## config.mk

```make
export PLATFORM = sky130hd
export DESIGN_NAME = sef_engine
export DESIGN_NICKNAME = d
export VERILOG_FILES = /design/src/hw/sef_pkg.sv /design/src/hw/sef_fifo.sv /design/src/hw/sef_engine.sv
export VERILOG_INCLUDE_DIRS = /design/src /design/src/hw
export SDC_FILE = /design/constraint.sdc
export NUM_CORES = 1
export LEC_CHECK = 0
export ABC_AREA = 1
export BUFFER_PORTS_ARGS = -buffer_cell sky130_fd_sc_hd__buf_2
export CAP_MARGIN = 0
export CORE_UTILIZATION = 25
export DETAILED_ROUTE_END_ITERATION = 10
export GPL_ROUTABILITY_DRIVEN = 0
export RECOVER_POWER = 50
export SLEW_MARGIN = 20
export SYNTH_ARGS = -nofsm -noshare
export SYNTH_HDL_FRONTEND = slang
export SYNTH_SLANG_ARGS = --single-unit
```

## constraint.sdc

```tcl
create_clock -name clk_in -period 3.4 [get_ports clk_in]
set_input_delay 0.51 -clock clk_in [delete_from_list [all_inputs] [get_ports clk_in]]
set_output_delay 0.51 -clock clk_in [all_outputs]
set_load 0.02 [all_outputs]
```

## src/hw/sef_map.svh

```systemverilog
// sef_map.svh: offsets, field positions, reset values and counts
// assumes byte addresses on a 32-bit register bus
`ifndef SEF_MAP_SVH
`define SEF_MAP_SVH
// register byte offsets
`define SEF_OFF_CTRL1 6'h00
`define SEF_OFF_CTRL2 6'h04
`define SEF_OFF_DIV 6'h0C
`define SEF_OFF_STAT 6'h10
`define SEF_OFF_DATA 6'h18
// control_first fields
`define SEF_C1_EN 0
`define SEF_C1_MODE_LSB 2
`define SEF_C1_EXT 5
`define SEF_C1_SRATE 13
// control_second fields
`define SEF_C2_CHW_LSB 0
`define SEF_C2_STOP 6
// status fields
`define SEF_ST_BUSY 0
`define SEF_ST_RXAV 1
`define SEF_ST_TXRDY 2
`define SEF_ST_TXIDLE 3
`define SEF_ST_OVF 4
`define SEF_ST_FERR 5
`define SEF_ST_RCNT_LSB 8
// divider layout and reset values
`define SEF_DIV_RST 16'h0000
`define SEF_FRAC_LSB 13
`define SEF_MODE_RST 3'h0
`define SEF_CHW_RST 3'h0
// mode code of the asynchronous serial port
`define SEF_MODE_UART 3'h1
// timing counts: disable delay in core clock cycles, bit phases in sample ticks
`define SEF_DIS_CYC 2
`define SEF_OVS_MID 4'h7
`define SEF_OVS_END 4'hF
`endif

```

## src/hw/sef_pkg.sv

```systemverilog
// sef_pkg: types of the serial framing engine
// assumes sef_map.svh holds all numeric constants
package sef_pkg;
    // control_first fields held in flops
    typedef struct packed {
        logic [2:0] mode;
        logic sample_rate_sel;
        logic ext_clk_sel;
    } sef_ctrl1_t;
    // control_second fields held in flops
    typedef struct packed {
        logic stop_bit_count_sel;
        logic [2:0] char_width_sel;
    } sef_ctrl2_t;
    // transmit and receive sequencers
    typedef enum logic [1:0] {TX_IDLE, TX_START, TX_DATA, TX_STOP} sef_tx_state_t;
    typedef enum logic [1:0] {RX_IDLE, RX_START, RX_DATA, RX_STOP} sef_rx_state_t;
endpackage

```

## src/hw/sef_fifo.sv

```systemverilog
// sef_fifo: valid/ready FIFO with parameter width and depth
// assumes DEPTH is a power of two; same clock on both sides
`timescale 1ns/1ps
`default_nettype none
module sef_fifo #(
    parameter int W = 9,
    parameter int DEPTH = 32
) (
    // clock, reset, enable
    input wire logic clk_in,
    input wire logic nrst_in,
    input wire logic ce_in,
    // filling side
    input wire logic in_valid_in,
    input wire logic [W-1:0] in_data_in,
    output logic in_ready_out,
    // draining side
    output logic out_valid_out,
    output logic [W-1:0] out_data_out,
    input wire logic out_ready_in
);
    localparam int AW = $clog2(DEPTH);
    logic [W-1:0] mem_q [DEPTH];
    logic [AW-1:0] wr_q;
    logic [AW-1:0] rd_q;
    logic [AW:0] cnt_q;
    wire logic push = in_valid_in && in_ready_out;
    wire logic pop = out_valid_out && out_ready_in;

    // honest full and empty from the fill count
    assign in_ready_out = (cnt_q != (AW+1)'(DEPTH));
    assign out_valid_out = (cnt_q != '0);
    assign out_data_out = mem_q[rd_q];

    // storage, no reset needed for data words
    always_ff @(posedge clk_in) begin
        if (ce_in && push) begin
            mem_q[wr_q] <= in_data_in;
        end
    end

    // pointers and count
    always_ff @(posedge clk_in) begin
        if (!nrst_in) begin
            wr_q <= '0;
            rd_q <= '0;
            cnt_q <= '0;
        end else if (ce_in) begin
            wr_q <= push ? wr_q + AW'(1) : wr_q;
            rd_q <= pop ? rd_q + AW'(1) : rd_q;
            cnt_q <= cnt_q + (AW+1)'(push) - (AW+1)'(pop);
        end
    end
endmodule // sef_fifo
`default_nettype wire

```

## src/hw/sef_engine.sv

```systemverilog
// sef_engine: framing, rate generation and registers of a serial port
// assumes an Avalon-MM master on clk_in; rxd and ext clock are async pins
//
// The Avalon-MM slave port is built into this module, with waitrequest on reads and on data writes to a full queue.
`timescale 1ns/1ps
`default_nettype none
`include "sef_map.svh"

// Functional notes
// registers and shifters on core clock domain
// one write buffer stage feeds shifter
// receive shifter feeds two-entry buffer
// rate source is core clock or external
// software selects mode before enabling
// stop select gives one or two stops
// width codes give 8,9,5,6,7 bits
// width and stop apply without sync handshake
// arithmetic mode uses whole 16-bit divisor
// fractional mode: top three bits fraction
// divisor locked while enabled or access-locked
// enabled writes dropped; disabling writes deferred
// reserved width codes act as eight bits
module sef_engine #(
    parameter int FIFO_DEPTH = 32,
    parameter int DIS_CYC = `SEF_DIS_CYC
) (
    // clock, reset, enable
    input wire logic clk_in,
    input wire logic nrst_in,
    input wire logic ce_in,
    // register bus
    input wire logic [5:0] avs_address_in,
    input wire logic avs_read_in,
    input wire logic avs_write_in,
    input wire logic [31:0] avs_writedata_in,
    input wire logic [3:0] avs_byteenable_in,
    output logic [31:0] avs_readdata_out,
    output logic avs_waitrequest_out,
    // write lock from the access controller
    input wire logic pac_wr_lock_in,
    // serial line and external rate clock
    input wire logic rxd_in,
    input wire logic ext_clk_in,
    output logic txd_out
);
    import sef_pkg::*;

    // data bits per character, reserved codes as eight
    function automatic logic [3:0] char_bits(input logic [2:0] w);
        unique case (w)
            3'h1: char_bits = 4'h9;
            3'h5: char_bits = 4'h5;
            3'h6: char_bits = 4'h6;
            3'h7: char_bits = 4'h7;
            default: char_bits = 4'h8; // see R7
        endcase
    endfunction

    // byte-lane merge of a bus write
    function automatic logic [31:0] be_merge(input logic [31:0] o, input logic [31:0] n,
                                             input logic [3:0] be);
        for (int i = 0; i < 4; i++) begin
            be_merge[i*8 +: 8] = be[i] ? n[i*8 +: 8] : o[i*8 +: 8];
        end
    endfunction

    // register state
    sef_ctrl1_t c1_q;
    sef_ctrl2_t c2_q;
    logic en_q;
    logic [15:0] div_q;
    logic [3:0] dcnt_q;
    logic pend_v_q;
    logic pend_div_q;
    logic [31:0] pend_data_q;
    logic rd_ack_q;
    logic [31:0] rdata_q;
    logic ovf_q;
    logic ferr_q;
    // rate generator state
    logic [1:0] ext_s_q;
    logic ext_prev_q;
    logic [15:0] acc_q;
    // transmit state
    logic hold_v_q;
    logic [8:0] hold_q;
    sef_tx_state_t tst_q;
    sef_tx_state_t tst_d;
    logic [3:0] tph_q;
    logic [3:0] tbit_q;
    logic [3:0] tbit_d;
    logic [8:0] tsh_q;
    logic [8:0] tsh_d;
    logic txd_q;
    logic txd_d;
    // receive state
    logic [1:0] rx_s_q;
    sef_rx_state_t rst_q;
    sef_rx_state_t rst_d;
    logic [3:0] rph_q;
    logic [3:0] rph_d;
    logic [3:0] rbit_q;
    logic [3:0] rbit_d;
    logic [8:0] rsh_q;
    logic [8:0] rsh_d;
    logic [8:0] rxb_q [2];
    logic [1:0] rcnt_q;
    logic rhead_q;
    // FIFO handshake
    logic fifo_in_ready;
    logic fifo_out_valid;
    logic [8:0] fifo_out_data;
    // register words
    logic [31:0] c1_word;
    logic [31:0] c2_word;
    logic [31:0] st_word;
    logic [31:0] rd_word;

    // address decode and bus handshake
    wire logic sel_c1 = (avs_address_in == `SEF_OFF_CTRL1);
    wire logic sel_c2 = (avs_address_in == `SEF_OFF_CTRL2);
    wire logic sel_div = (avs_address_in == `SEF_OFF_DIV);
    wire logic sel_st = (avs_address_in == `SEF_OFF_STAT);
    wire logic sel_data = (avs_address_in == `SEF_OFF_DATA);
    wire logic data_stall = avs_write_in && sel_data && !fifo_in_ready;
    assign avs_waitrequest_out = (avs_read_in && !rd_ack_q) || data_stall;
    assign avs_readdata_out = rdata_q;
    wire logic wr_hit = avs_write_in && !avs_waitrequest_out;
    wire logic rd_done = avs_read_in && rd_ack_q;
    wire logic [31:0] wd = avs_writedata_in;
    wire logic [3:0] be = avs_byteenable_in;

    // protected writes: dropped when enabled, deferred while disabling
    wire logic dis_busy = (dcnt_q != 4'h0);
    wire logic wr_c1 = wr_hit && sel_c1 && !pac_wr_lock_in;
    wire logic wr_c2 = wr_hit && sel_c2 && !pac_wr_lock_in;
    wire logic wr_div_raw = wr_hit && sel_div;
    wire logic wr_div = wr_div_raw && !pac_wr_lock_in;
    wire logic [31:0] c1_new = be_merge(c1_word, wd, be);
    wire logic new_en = c1_new[`SEF_C1_EN];
    wire logic prot_ok = !en_q && !dis_busy && !(wr_c1 && new_en);
    wire logic c1_apply = wr_c1 && prot_ok;
    wire logic div_apply = wr_div && prot_ok;
    wire logic pend_cap = (wr_c1 || wr_div) && dis_busy;
    wire logic pend_fire = pend_v_q && !dis_busy;
    wire logic go_dis = wr_c1 && en_q && !new_en;
    wire logic go_en = wr_c1 && !en_q && !dis_busy && new_en;
    wire logic [31:0] div_merged = be_merge({16'h0000, div_q}, wd, be);
    wire logic [31:0] c2_new = be_merge(c2_word, wd, be);

    // register read words
    always_comb begin
        c1_word = 32'h0000_0000;
        c1_word[`SEF_C1_EN] = en_q;
        c1_word[`SEF_C1_MODE_LSB +: 3] = c1_q.mode;
        c1_word[`SEF_C1_EXT] = c1_q.ext_clk_sel;
        c1_word[`SEF_C1_SRATE] = c1_q.sample_rate_sel;
        c2_word = 32'h0000_0000;
        c2_word[`SEF_C2_CHW_LSB +: 3] = c2_q.char_width_sel;
        c2_word[`SEF_C2_STOP] = c2_q.stop_bit_count_sel;
        st_word = 32'h0000_0000;
        st_word[`SEF_ST_BUSY] = dis_busy;
        st_word[`SEF_ST_RXAV] = (rcnt_q != 2'h0);
        st_word[`SEF_ST_TXRDY] = fifo_in_ready;
        st_word[`SEF_ST_TXIDLE] = (tst_q == TX_IDLE) && !hold_v_q;
        st_word[`SEF_ST_OVF] = ovf_q;
        st_word[`SEF_ST_FERR] = ferr_q;
        st_word[`SEF_ST_RCNT_LSB +: 2] = rcnt_q;
    end

    // read mux, unmapped addresses read zero
    assign rd_word = sel_c1 ? c1_word :
                     sel_c2 ? c2_word :
                     sel_div ? {16'h0000, div_q} :
                     sel_st ? st_word :
                     sel_data ? {23'h0, rxb_q[rhead_q]} : 32'h0000_0000;

    // engine runs only in the serial port mode
    wire logic run = en_q && (c1_q.mode == `SEF_MODE_UART);

    // control and divider registers on the core clock
    always_ff @(posedge clk_in) begin
        if (!nrst_in) begin
            en_q <= 1'b0;
            c1_q <= '{mode: `SEF_MODE_RST, sample_rate_sel: 1'b0, ext_clk_sel: 1'b0};
            c2_q <= '{stop_bit_count_sel: 1'b0, char_width_sel: `SEF_CHW_RST};
            div_q <= `SEF_DIV_RST;
            dcnt_q <= 4'h0;
            pend_v_q <= 1'b0;
            pend_div_q <= 1'b0;
            pend_data_q <= 32'h0000_0000;
        end else if (ce_in) begin
            en_q <= go_en ? 1'b1 : (go_dis ? 1'b0 : en_q);
            dcnt_q <= go_dis ? 4'(DIS_CYC) : (dis_busy ? dcnt_q - 4'h1 : dcnt_q);
            if (c1_apply || (pend_fire && !pend_div_q)) begin
                c1_q.mode <= c1_apply ? c1_new[`SEF_C1_MODE_LSB +: 3]
                                      : pend_data_q[`SEF_C1_MODE_LSB +: 3];
                c1_q.ext_clk_sel <= c1_apply ? c1_new[`SEF_C1_EXT] : pend_data_q[`SEF_C1_EXT];
                c1_q.sample_rate_sel <= c1_apply ? c1_new[`SEF_C1_SRATE]
                                                 : pend_data_q[`SEF_C1_SRATE];
            end
            if (wr_c2) begin
                c2_q.char_width_sel <= c2_new[`SEF_C2_CHW_LSB +: 3];
                c2_q.stop_bit_count_sel <= c2_new[`SEF_C2_STOP];
            end
            if (div_apply || (pend_fire && pend_div_q)) begin
                div_q <= div_apply ? div_merged[15:0] : pend_data_q[15:0];
            end
            pend_v_q <= pend_cap || (pend_v_q && dis_busy);
            if (pend_cap) begin
                pend_div_q <= wr_div;
                pend_data_q <= wr_div ? div_merged : c1_new;
            end
        end
    end

    // bus read answer one cycle after the request
    always_ff @(posedge clk_in) begin
        if (!nrst_in) begin
            rd_ack_q <= 1'b0;
            rdata_q <= 32'h0000_0000;
        end else if (ce_in) begin
            rd_ack_q <= avs_read_in && !rd_ack_q;
            rdata_q <= (avs_read_in && !rd_ack_q) ? rd_word : rdata_q;
        end
    end

    // rate source: core clock or synchronised external edge
    wire logic ext_rise = ext_prev_q && !ext_s_q[1] ? 1'b0 : (ext_s_q[1] && !ext_prev_q);
    wire logic src_tick = c1_q.ext_clk_sel ? ext_rise : 1'b1;
    wire logic frac = c1_q.sample_rate_sel;
    wire logic [15:0] per_w = {div_q[12:0], 3'h0} + 16'(div_q[15:`SEF_FRAC_LSB]);
    wire logic [16:0] arith_sum = {1'b0, acc_q} + (17'h1_0000 - {1'b0, div_q});
    wire logic [16:0] frac_sum = {1'b0, acc_q} + 17'h0_0008;
    wire logic frac_hit = (frac_sum >= {1'b0, per_w});
    wire logic smp_tick = run && src_tick && (frac ? frac_hit : arith_sum[16]);
    wire logic [16:0] frac_next = frac_hit ? frac_sum - {1'b0, per_w} : frac_sum;

    // rate generator accumulator at sixteen ticks per bit
    always_ff @(posedge clk_in) begin
        if (!nrst_in) begin
            ext_s_q <= 2'h0;
            ext_prev_q <= 1'b0;
            acc_q <= 16'h0000;
        end else if (ce_in) begin
            ext_s_q <= {ext_s_q[0], ext_clk_in};
            ext_prev_q <= ext_s_q[1];
            if (!run) begin
                acc_q <= 16'h0000;
            end else if (src_tick) begin
                acc_q <= frac ? frac_next[15:0] : arith_sum[15:0];
            end
        end
    end

    // transmit path: FIFO, one write buffer stage, shifter
    wire logic tbit_end = smp_tick && (tph_q == `SEF_OVS_END);
    wire logic tx_load = (tst_q == TX_IDLE) && hold_v_q && smp_tick;
    wire logic fifo_pop = fifo_out_valid && !hold_v_q;
    wire logic data_push = wr_hit && sel_data;

    sef_fifo #(
        .W(9),
        .DEPTH(FIFO_DEPTH)
    ) u_tx_fifo (
        .clk_in(clk_in),
        .nrst_in(nrst_in),
        .ce_in(ce_in),
        .in_valid_in(data_push),
        .in_data_in(wd[8:0]),
        .in_ready_out(fifo_in_ready),
        .out_valid_out(fifo_out_valid),
        .out_data_out(fifo_out_data),
        .out_ready_in(!hold_v_q)
    );

    // transmit sequencer next state
    always_comb begin
        tst_d = tst_q;
        tbit_d = tbit_q;
        tsh_d = tsh_q;
        txd_d = txd_q;
        unique case (tst_q)
            TX_IDLE: begin
                txd_d = 1'b1;
                if (tx_load) begin
                    tst_d = TX_START;
                    tsh_d = hold_q;
                    txd_d = 1'b0;
                end
            end
            TX_START: if (tbit_end) begin
                tst_d = TX_DATA;
                tbit_d = char_bits(c2_q.char_width_sel);
                txd_d = tsh_q[0];
            end
            TX_DATA: if (tbit_end) begin
                tsh_d = tsh_q >> 1;
                tbit_d = tbit_q - 4'h1;
                txd_d = tsh_q[1];
                if (tbit_q == 4'h1) begin
                    tst_d = TX_STOP;
                    tbit_d = 4'h1 + {3'h0, c2_q.stop_bit_count_sel};
                    txd_d = 1'b1;
                end
            end
            TX_STOP: if (tbit_end) begin
                tbit_d = tbit_q - 4'h1;
                if (tbit_q == 4'h1) begin
                    tst_d = TX_IDLE;
                end
            end
        endcase
        if (!run) begin
            tst_d = TX_IDLE;
            txd_d = 1'b1;
        end
    end

    // transmit flops
    always_ff @(posedge clk_in) begin
        if (!nrst_in) begin
            hold_v_q <= 1'b0;
            hold_q <= 9'h000;
            tst_q <= TX_IDLE;
            tph_q <= 4'h0;
            tbit_q <= 4'h0;
            tsh_q <= 9'h000;
            txd_q <= 1'b1;
        end else if (ce_in) begin
            hold_v_q <= fifo_pop || (hold_v_q && !tx_load);
            hold_q <= fifo_pop ? fifo_out_data : hold_q;
            tst_q <= tst_d;
            tph_q <= (tst_q == TX_IDLE) ? 4'h0 : (smp_tick ? tph_q + 4'h1 : tph_q);
            tbit_q <= tbit_d;
            tsh_q <= tsh_d;
            txd_q <= txd_d;
        end
    end
    assign txd_out = txd_q;

    // receive sequencer: start check at mid-bit, then one sample per bit
    wire logic rxs = rx_s_q[1];
    wire logic [3:0] rx_n = char_bits(c2_q.char_width_sel);
    wire logic rbit_end = smp_tick && (rph_q == `SEF_OVS_END);
    wire logic rx_push = (rst_q == RX_STOP) && rbit_end && rxs;
    wire logic ferr_set = (rst_q == RX_STOP) && rbit_end && !rxs;
    wire logic [8:0] rx_char = rsh_q >> (4'h9 - rx_n);
    wire logic rx_pop = rd_done && sel_data && (rcnt_q != 2'h0);
    wire logic rx_take = rx_push && ((rcnt_q != 2'h2) || rx_pop);
    wire logic ovf_set = rx_push && !rx_take;
    wire logic st_clr = wr_hit && sel_st;

    always_comb begin
        rst_d = rst_q;
        rph_d = smp_tick ? rph_q + 4'h1 : rph_q;
        rbit_d = rbit_q;
        rsh_d = rsh_q;
        unique case (rst_q)
            RX_IDLE: begin
                rph_d = 4'h0;
                if (smp_tick && !rxs) begin
                    rst_d = RX_START;
                end
            end
            RX_START: if (smp_tick && (rph_q == `SEF_OVS_MID)) begin
                rst_d = rxs ? RX_IDLE : RX_DATA;
                rph_d = 4'h0;
                rbit_d = rx_n;
            end
            RX_DATA: if (rbit_end) begin
                rsh_d = {rxs, rsh_q[8:1]};
                rbit_d = rbit_q - 4'h1;
                if (rbit_q == 4'h1) begin
                    rst_d = RX_STOP;
                end
            end
            RX_STOP: if (rbit_end) begin
                rst_d = RX_IDLE;
            end
        endcase
        if (!run) begin
            rst_d = RX_IDLE;
        end
    end

    // receive flops and two-entry buffer with sticky flags
    always_ff @(posedge clk_in) begin
        if (!nrst_in) begin
            rx_s_q <= 2'h3;
            rst_q <= RX_IDLE;
            rph_q <= 4'h0;
            rbit_q <= 4'h0;
            rsh_q <= 9'h000;
            rxb_q[0] <= 9'h000;
            rxb_q[1] <= 9'h000;
            rcnt_q <= 2'h0;
            rhead_q <= 1'b0;
            ovf_q <= 1'b0;
            ferr_q <= 1'b0;
        end else if (ce_in) begin
            rx_s_q <= {rx_s_q[0], rxd_in};
            rst_q <= rst_d;
            rph_q <= rph_d;
            rbit_q <= rbit_d;
            rsh_q <= rsh_d;
            if (rx_take) begin
                rxb_q[rhead_q ^ rcnt_q[0]] <= rx_char;
            end
            rcnt_q <= rcnt_q + {1'b0, rx_take} - {1'b0, rx_pop};
            rhead_q <= rx_pop ? !rhead_q : rhead_q;
            ovf_q <= ovf_set || (ovf_q && !(st_clr && be[0] && wd[`SEF_ST_OVF]));
            ferr_q <= ferr_set || (ferr_q && !(st_clr && be[0] && wd[`SEF_ST_FERR]));
        end
    end
endmodule // sef_engine
`default_nettype wire

```

# After elaboration in Yosys (flattened, before gate mapping)
# Memory sizes are Yosys's and may differ from the RTL's. A register that Yosys moved wholly into a read port is not among the register bits.
# Cells that the tools add are included.
# classes
n_reduce_logical	116
n_eq_ne	41
n_mul	0
n_addsub	18
bitwise_logic	1
div	0
shifts	1
muxes	76
n_lt_le_gt_ge	1
# op_table
op	n
two-way mux 16 bit	9
logical AND 1 bit	56
two-way mux 4 bit	12
two-way mux 9 bit	4
!= test 3 bit, second input constant	11
two-way mux 8 bit	4
two-way mux 2 bit	14
two-way mux 1 bit	23
AND reduction 2 bit	11
zero test 1 bit	19
one-hot mux 9 bit (2 select lines)	1
adder 16 x 17 -> 17 bit	1
adder 16 x 4 -> 17 bit, second input constant	1
>= comparator 17 x 16 -> 1 bit	1
subtractor 17 x 16 -> 17 bit, first input constant	1
adder 16 x 3 -> 16 bit	1
one-hot mux 2 bit (4 select lines)	2
one-hot mux 4 bit (2 select lines)	2
one-hot mux 4 bit (4 select lines)	1
subtractor 16 bit	1
!= test 2 bit, second input constant	7
equality test 6 x 5 -> 1 bit, second input constant	2
one-hot mux 4 bit (3 select lines)	1
AND reduction 4 bit	3
other kinds (38)	66
# totals
output_inout_bits	34
latch_bits	0
elab_cells	290
mem_bits_ro	0
n_memories	2
ramBits	306
regBits	163
# memory_table
name	depth	width	rd	rd_clocked_by_memory_dff	wr	line_no	text
u_tx_fifo.mem_q	32	9	1	1	1	sef_fifo.sv:23	logic [W-1:0] mem_q [DEPTH];
rxb_q	2	9	1	1	2	sef_engine.sv:106	logic [8:0] rxb_q [2];

# Longest topological paths before layout
# logic_depth
word_depth	16
mapped_depth	29

# By module
# Synthesis repeated with hierarchy kept, for this count alone.
# unflattened
hier_cells	2671
hier_area_um2	22995.8
# by_module_without_submodules
module	cells_each	area_each_um2	instances
sef_fifo	1158	12877.4	1
sef_engine	1513	10118.5	1

# Worst setup path before layout
# OpenSTA, ideal clock, no wires.
# synth_path
path_kind	register to register
startpoint	register acc_q[3]
endpoint	memory rxb_q[0][0], enable pin
slack_ns	0.029
setup_time_ns	0.334
path_buffers	0
path_stages_with_launch	23
arrival_ns	3.037
path_cell_list	dfxtp_1 > ha_1 > nand2_1 > nor2_1 > nand2_1 > inv_1 > nand4_1 > xor2_1 > inv_1 > ha_1 > nand2_1 > inv_1 > nand2_1 > nor3_2 > and2_1 > nand2_2 > nand3_4 > nand3_4 > nor2_4 > nand3_4 > nor4_4 > nand2_4 > nand2_1
# synth_lines
element	line_no	text
start: declaration	sef_engine.sv:83	logic [15:0] acc_q;
start signal: assignment	sef_engine.sv:251	acc_q <= frac ? frac_next[15:0] : arith_sum[15:0];
end: declaration	sef_engine.sv:106	

==> metrics.md <==
| Metric | Value |
|---|---|
| Status | `finished with violations` |
| Failing checks | `max-capacitance violations, max-slew violations` |
| Peak supply drop | `about 0.35 mV` |
| Pwr/cell area | `just over 500 nW/um^2` |
| Reg2reg end | `rxb_q[1][1]` |
| Worst r2r src | `acc_q[4]` |
| Final hold viol count | `0` |
| Initial antenna violation count | `2` |
| Number of flops mapped to enable cells by yosys | `approximately 310` |
| Final Max Slew Viols | `34` |
| Flop-to-flop setup slack | `0.07 ns` |
| Most frequent cells in the layout | `nor2_1, nand2_1, edfxtp_1, o21ai_0, inv_1` |
| Reg power frac | `46.2%` |
| Total CTS buffers | `51` |
| Hold path cells | `3` |
| Type of the most critical hold path | `in2reg` |
| Vias in the first global route | `roughly 16000` |
| Drt first pass iters | `6` |
| Gr ovfl total | `0` |
| Starting density of the core | `25.4%` |
| Fillers | `between 9000 and 10000` |
| Hold_buf cts | `0` |
| Post-synthesis async set-or-reset flop share | `0%` |
| Leakage | `9.47 nW` |
| Combinational power share | `between 10% and 20%` |
| Die Width | `between 200 and 300 um` |
| Tot Pwr | `between 10 and 15 mW` |
| Layout cells sized above 1 | `a little under an eighth` |
| Predominant post-synthesis flop cell | `edfxtp_1` |
| Post-synthesis cell type count | `50` |
| Synth Cell Area | `22100 um^2` |
| P_int | `between 9 and 10 mW` |
| Starting DRC count in detailed routing | `1539` |
| Sw frac | `a little over a quarter` |
| Full die area | `about 90000 um^2` |
| Largest net degree at the start of global routing | `a little over 80` |
| RSZ-0062 raised after global routing | `true` |
| # diodes | `0` |
| Max Clock Freq | `300 MHz` |
| # rows | `108` |
| CTS tree | `done` |
| Area growth syn-to-layout | `18.2%` |
| GRT Total Usage | `13.3%` |
| Worst-path fanout max | `4` |
| Clk_skew | `roughly 0.028 ns` |
| Clock root buffer | `clkbuf_16` |
| Worst-path clk slew | `about 0.060 ns` |
| CTS sink count | `about 460` |
| # port buffers | `around 50` |
| Critical path required time | `3.72 ns` |
| Yosys reg bits | `between 400 and 500` |
| Final HPWL DP | `just over 40 mm` |
| WL final | `60.8 mm` |
| Clock group share of total power | `between 40% and 50%` |
| Final Cell Area | `26100 um^2` |
| Clock tree buffer depth | `3` |
| Mapped Cells | `between 2000 and 2500` |
| Placed insts | `around 3600` |
| Arrival time worst endpoint | `between 3 and 4 ns` |
| Crit Path Class | `reg2reg` |
| Skew-Pair Late Insertion Delay | `0.62 ns` |
| Via count | `between 15000 and 20000` |
| Final ANT Viol Nets | `0` |
| Vias per inst | `4.68` |
| Num ports | `84` |
| Tcrit/Tclk final | `between 90% and 100%` |
| Hold Startpoint | `ext_clk_in` |
| Core Util, Final | `between 20% and 30%` |
| Final setup fails | `0` |
| First-pass GRT wire length | `roughly 94 mm` |
| Post-synthesis average cell area | `9.16 um^2` |
| Die Ht | `around 300 um` |
| DP Area | `24200 um^2` |
| Nets@finish | `between 2000 and 3000` |
| Commonest non-fill, non-tap cell in the layout | `nor2_1` |
| Hold Crit Endpoint | `ext_s_q[0]` |
| Fin crit period | `~3.3 ns` |
| Worst reg2reg path depth | `24` |
| Setup crit start kind | `register` |
| Core Box Area | `between 80000 and 90000 um^2` |
| Max cap viols | `1` |
| Psw | `~3.6 mW` |
| CP Capture Type | `register` |
| Total number of yosys warnings | `0` |
| Htree depth | `2` |
| Rel. slew slack | `-11.9%` |
| DR WL/cell | `16.3 um` |
| DR DRC count | `0` |
| Seq/Total Area, Yosys | `55.8%` |
| Worst-Margin Slew | `1.68 ns` |
| Finished Layout Cells | `around 3700` |
==> cell type report <==
type / count / area [um^2] / share of cell area, %
Sequential cell: 463 / 12300 / 47.2
Inverter: 201 / 759 / 2.91
Timing Repair Buffer: 172 / 1210 / 4.62
Tap cell: 1155 / 1450 / 5.53
Multi-Input combinational cell: 1638 / 8690 / 33.3
Clock buffer: 65 / 1350 / 5.16
Clock inverter: 31 / 340 / 1.30
==> sequential cells by signal, indices dropped and copies added, names as in the netlist, 16 cells and up, named ones only <==
signal            count
u_tx_fifo.mem_q     288
pend_data_q          16
div_q                16
rxb_q                18
acc_q                16
avs_readdata_out     16
==> stage by stage <==
step                hold slack, ns  setup WS (ns)  setup TNS, ns
floorplan                    0.426         0.0291              0
global placement             0.440        -0.0959          -1.15
detailed placement           0.446        -0.0974          -1.80
CTS                          0.120      -0.000965       -0.00263
global route                 0.163         -0.217          -7.48
finish                       0.138         0.0688              0
==> worst max-delay path, stage by stage, from the launching register on <==
cell and delay [ns]:
dfxtp_2 0.35, ha_4 0.15, nand2_4 0.06, nor2_4 0.13, nand2_1 0.07, inv_2 0.07
nand4_1 0.09, xor2_1 0.17, inv_1 0.10, ha_4 0.28, nand2_2 0.05, inv_2 0.06
nand2_2 0.05, nor3_2 0.08, and2_1 0.14, nand2_2 0.07, nand3_4 0.10, nand3_4 0.10
nor2_4 0.13, nand3_4 0.11, nor4_4 0.22, buf_4 0.18, nand2_4 0.05, nand2_4 0.08
clkbuf_16 0.15
==> repair_timing <==
action | CTS | global route
pin swaps | 2 | 12
resized for setup | 5 | 39
endpoints found under the setup margin | 47 | 82
setup buffers | 2 | 5
cloned | 0 | 1
==> power by group through the flow <==
stage / clock, mW / combinational, mW / sequential (mW)
floorplan: 0 / 1.08 / 6.24
global placement: 0 / 1.59 / 6.26
detailed placement: 0 / 1.61 / 6.26
CTS: 5.68 / 1.62 / 6.14
global route: 5.88 / 1.80 / 6.15
finish: 5.55 / 1.61 / 6.14
==> worst max-delay path by stage <==
stage	startpoint	end	slack [ns]	cells after the start
2_1_floorplan	acc_q[3]	rxb_q[0][0]	0.03	22
3_3_place_gp	acc_q[3]	rcnt_q[1]	-0.1	29
3_5_place_dp	acc_q[3]	rxb_q[0][0]	-0.1	24
4_1_cts	acc_q[3]	rxb_q[1][6]	-0.001	24
5_1_grt	acc_q[4]	rxb_q[1][1]	-0.22	25
6_report	acc_q[4]	rxb_q[1][1]	0.07	24
==> kinds of logic after synthesis <==
kind of cell | synth area share, %
DFF | 55.8
xor gates and xnor gates | 1.43
and+or+nand+nor | 16.4
AOI/OAI and AO/OA | 16.8
adders and majority gates | 3.67
other | 0.0170
buffers and inverters | 5.91
==> synthesized netlist by cell type, types with 15 or more instances <==
master	n	area share [%]
buf_4	17	0.58
o221ai_1	32	1.3
o21ai_0	289	6.5
ha_1	60	3.4
a31oi_1	25	0.71
xor2_1	21	0.83
o211ai_1	26	0.88
nor3_1	23	0.52
a211oi_1	21	0.71
a21oi_1	168	3.8
nand4_1	28	0.79
nand3_1	85	1.9
dfxtp_1	157	14
nor2_1	357	6.1
nand2_1	344	5.8
o22ai_1	53	1.5
clkbuf_1	99	1.7
edfxtp_1	306	42
inv_1	187	3.2
xnor2_1	15	0.59
==> layer usage <==
| layer | vias to the layer above | wire, um | global-route usage [%] | part of all wire (%) |
|---|---|---|---|---|
| met1 | 8223 | 28000 | 18.1 | 46 |
| met4 | 2 | 1690 | 4.48 | 2.8 |
| met5 | - | 13 | 0 | 0.021 |
| met2 | 466 | 27800 | 21.3 | 46 |
| met3 | 93 | 3290 | 2.27 | 5.4 |
| li1 | 8645 | - | - | - |
(Power assumes the default switching activity.)
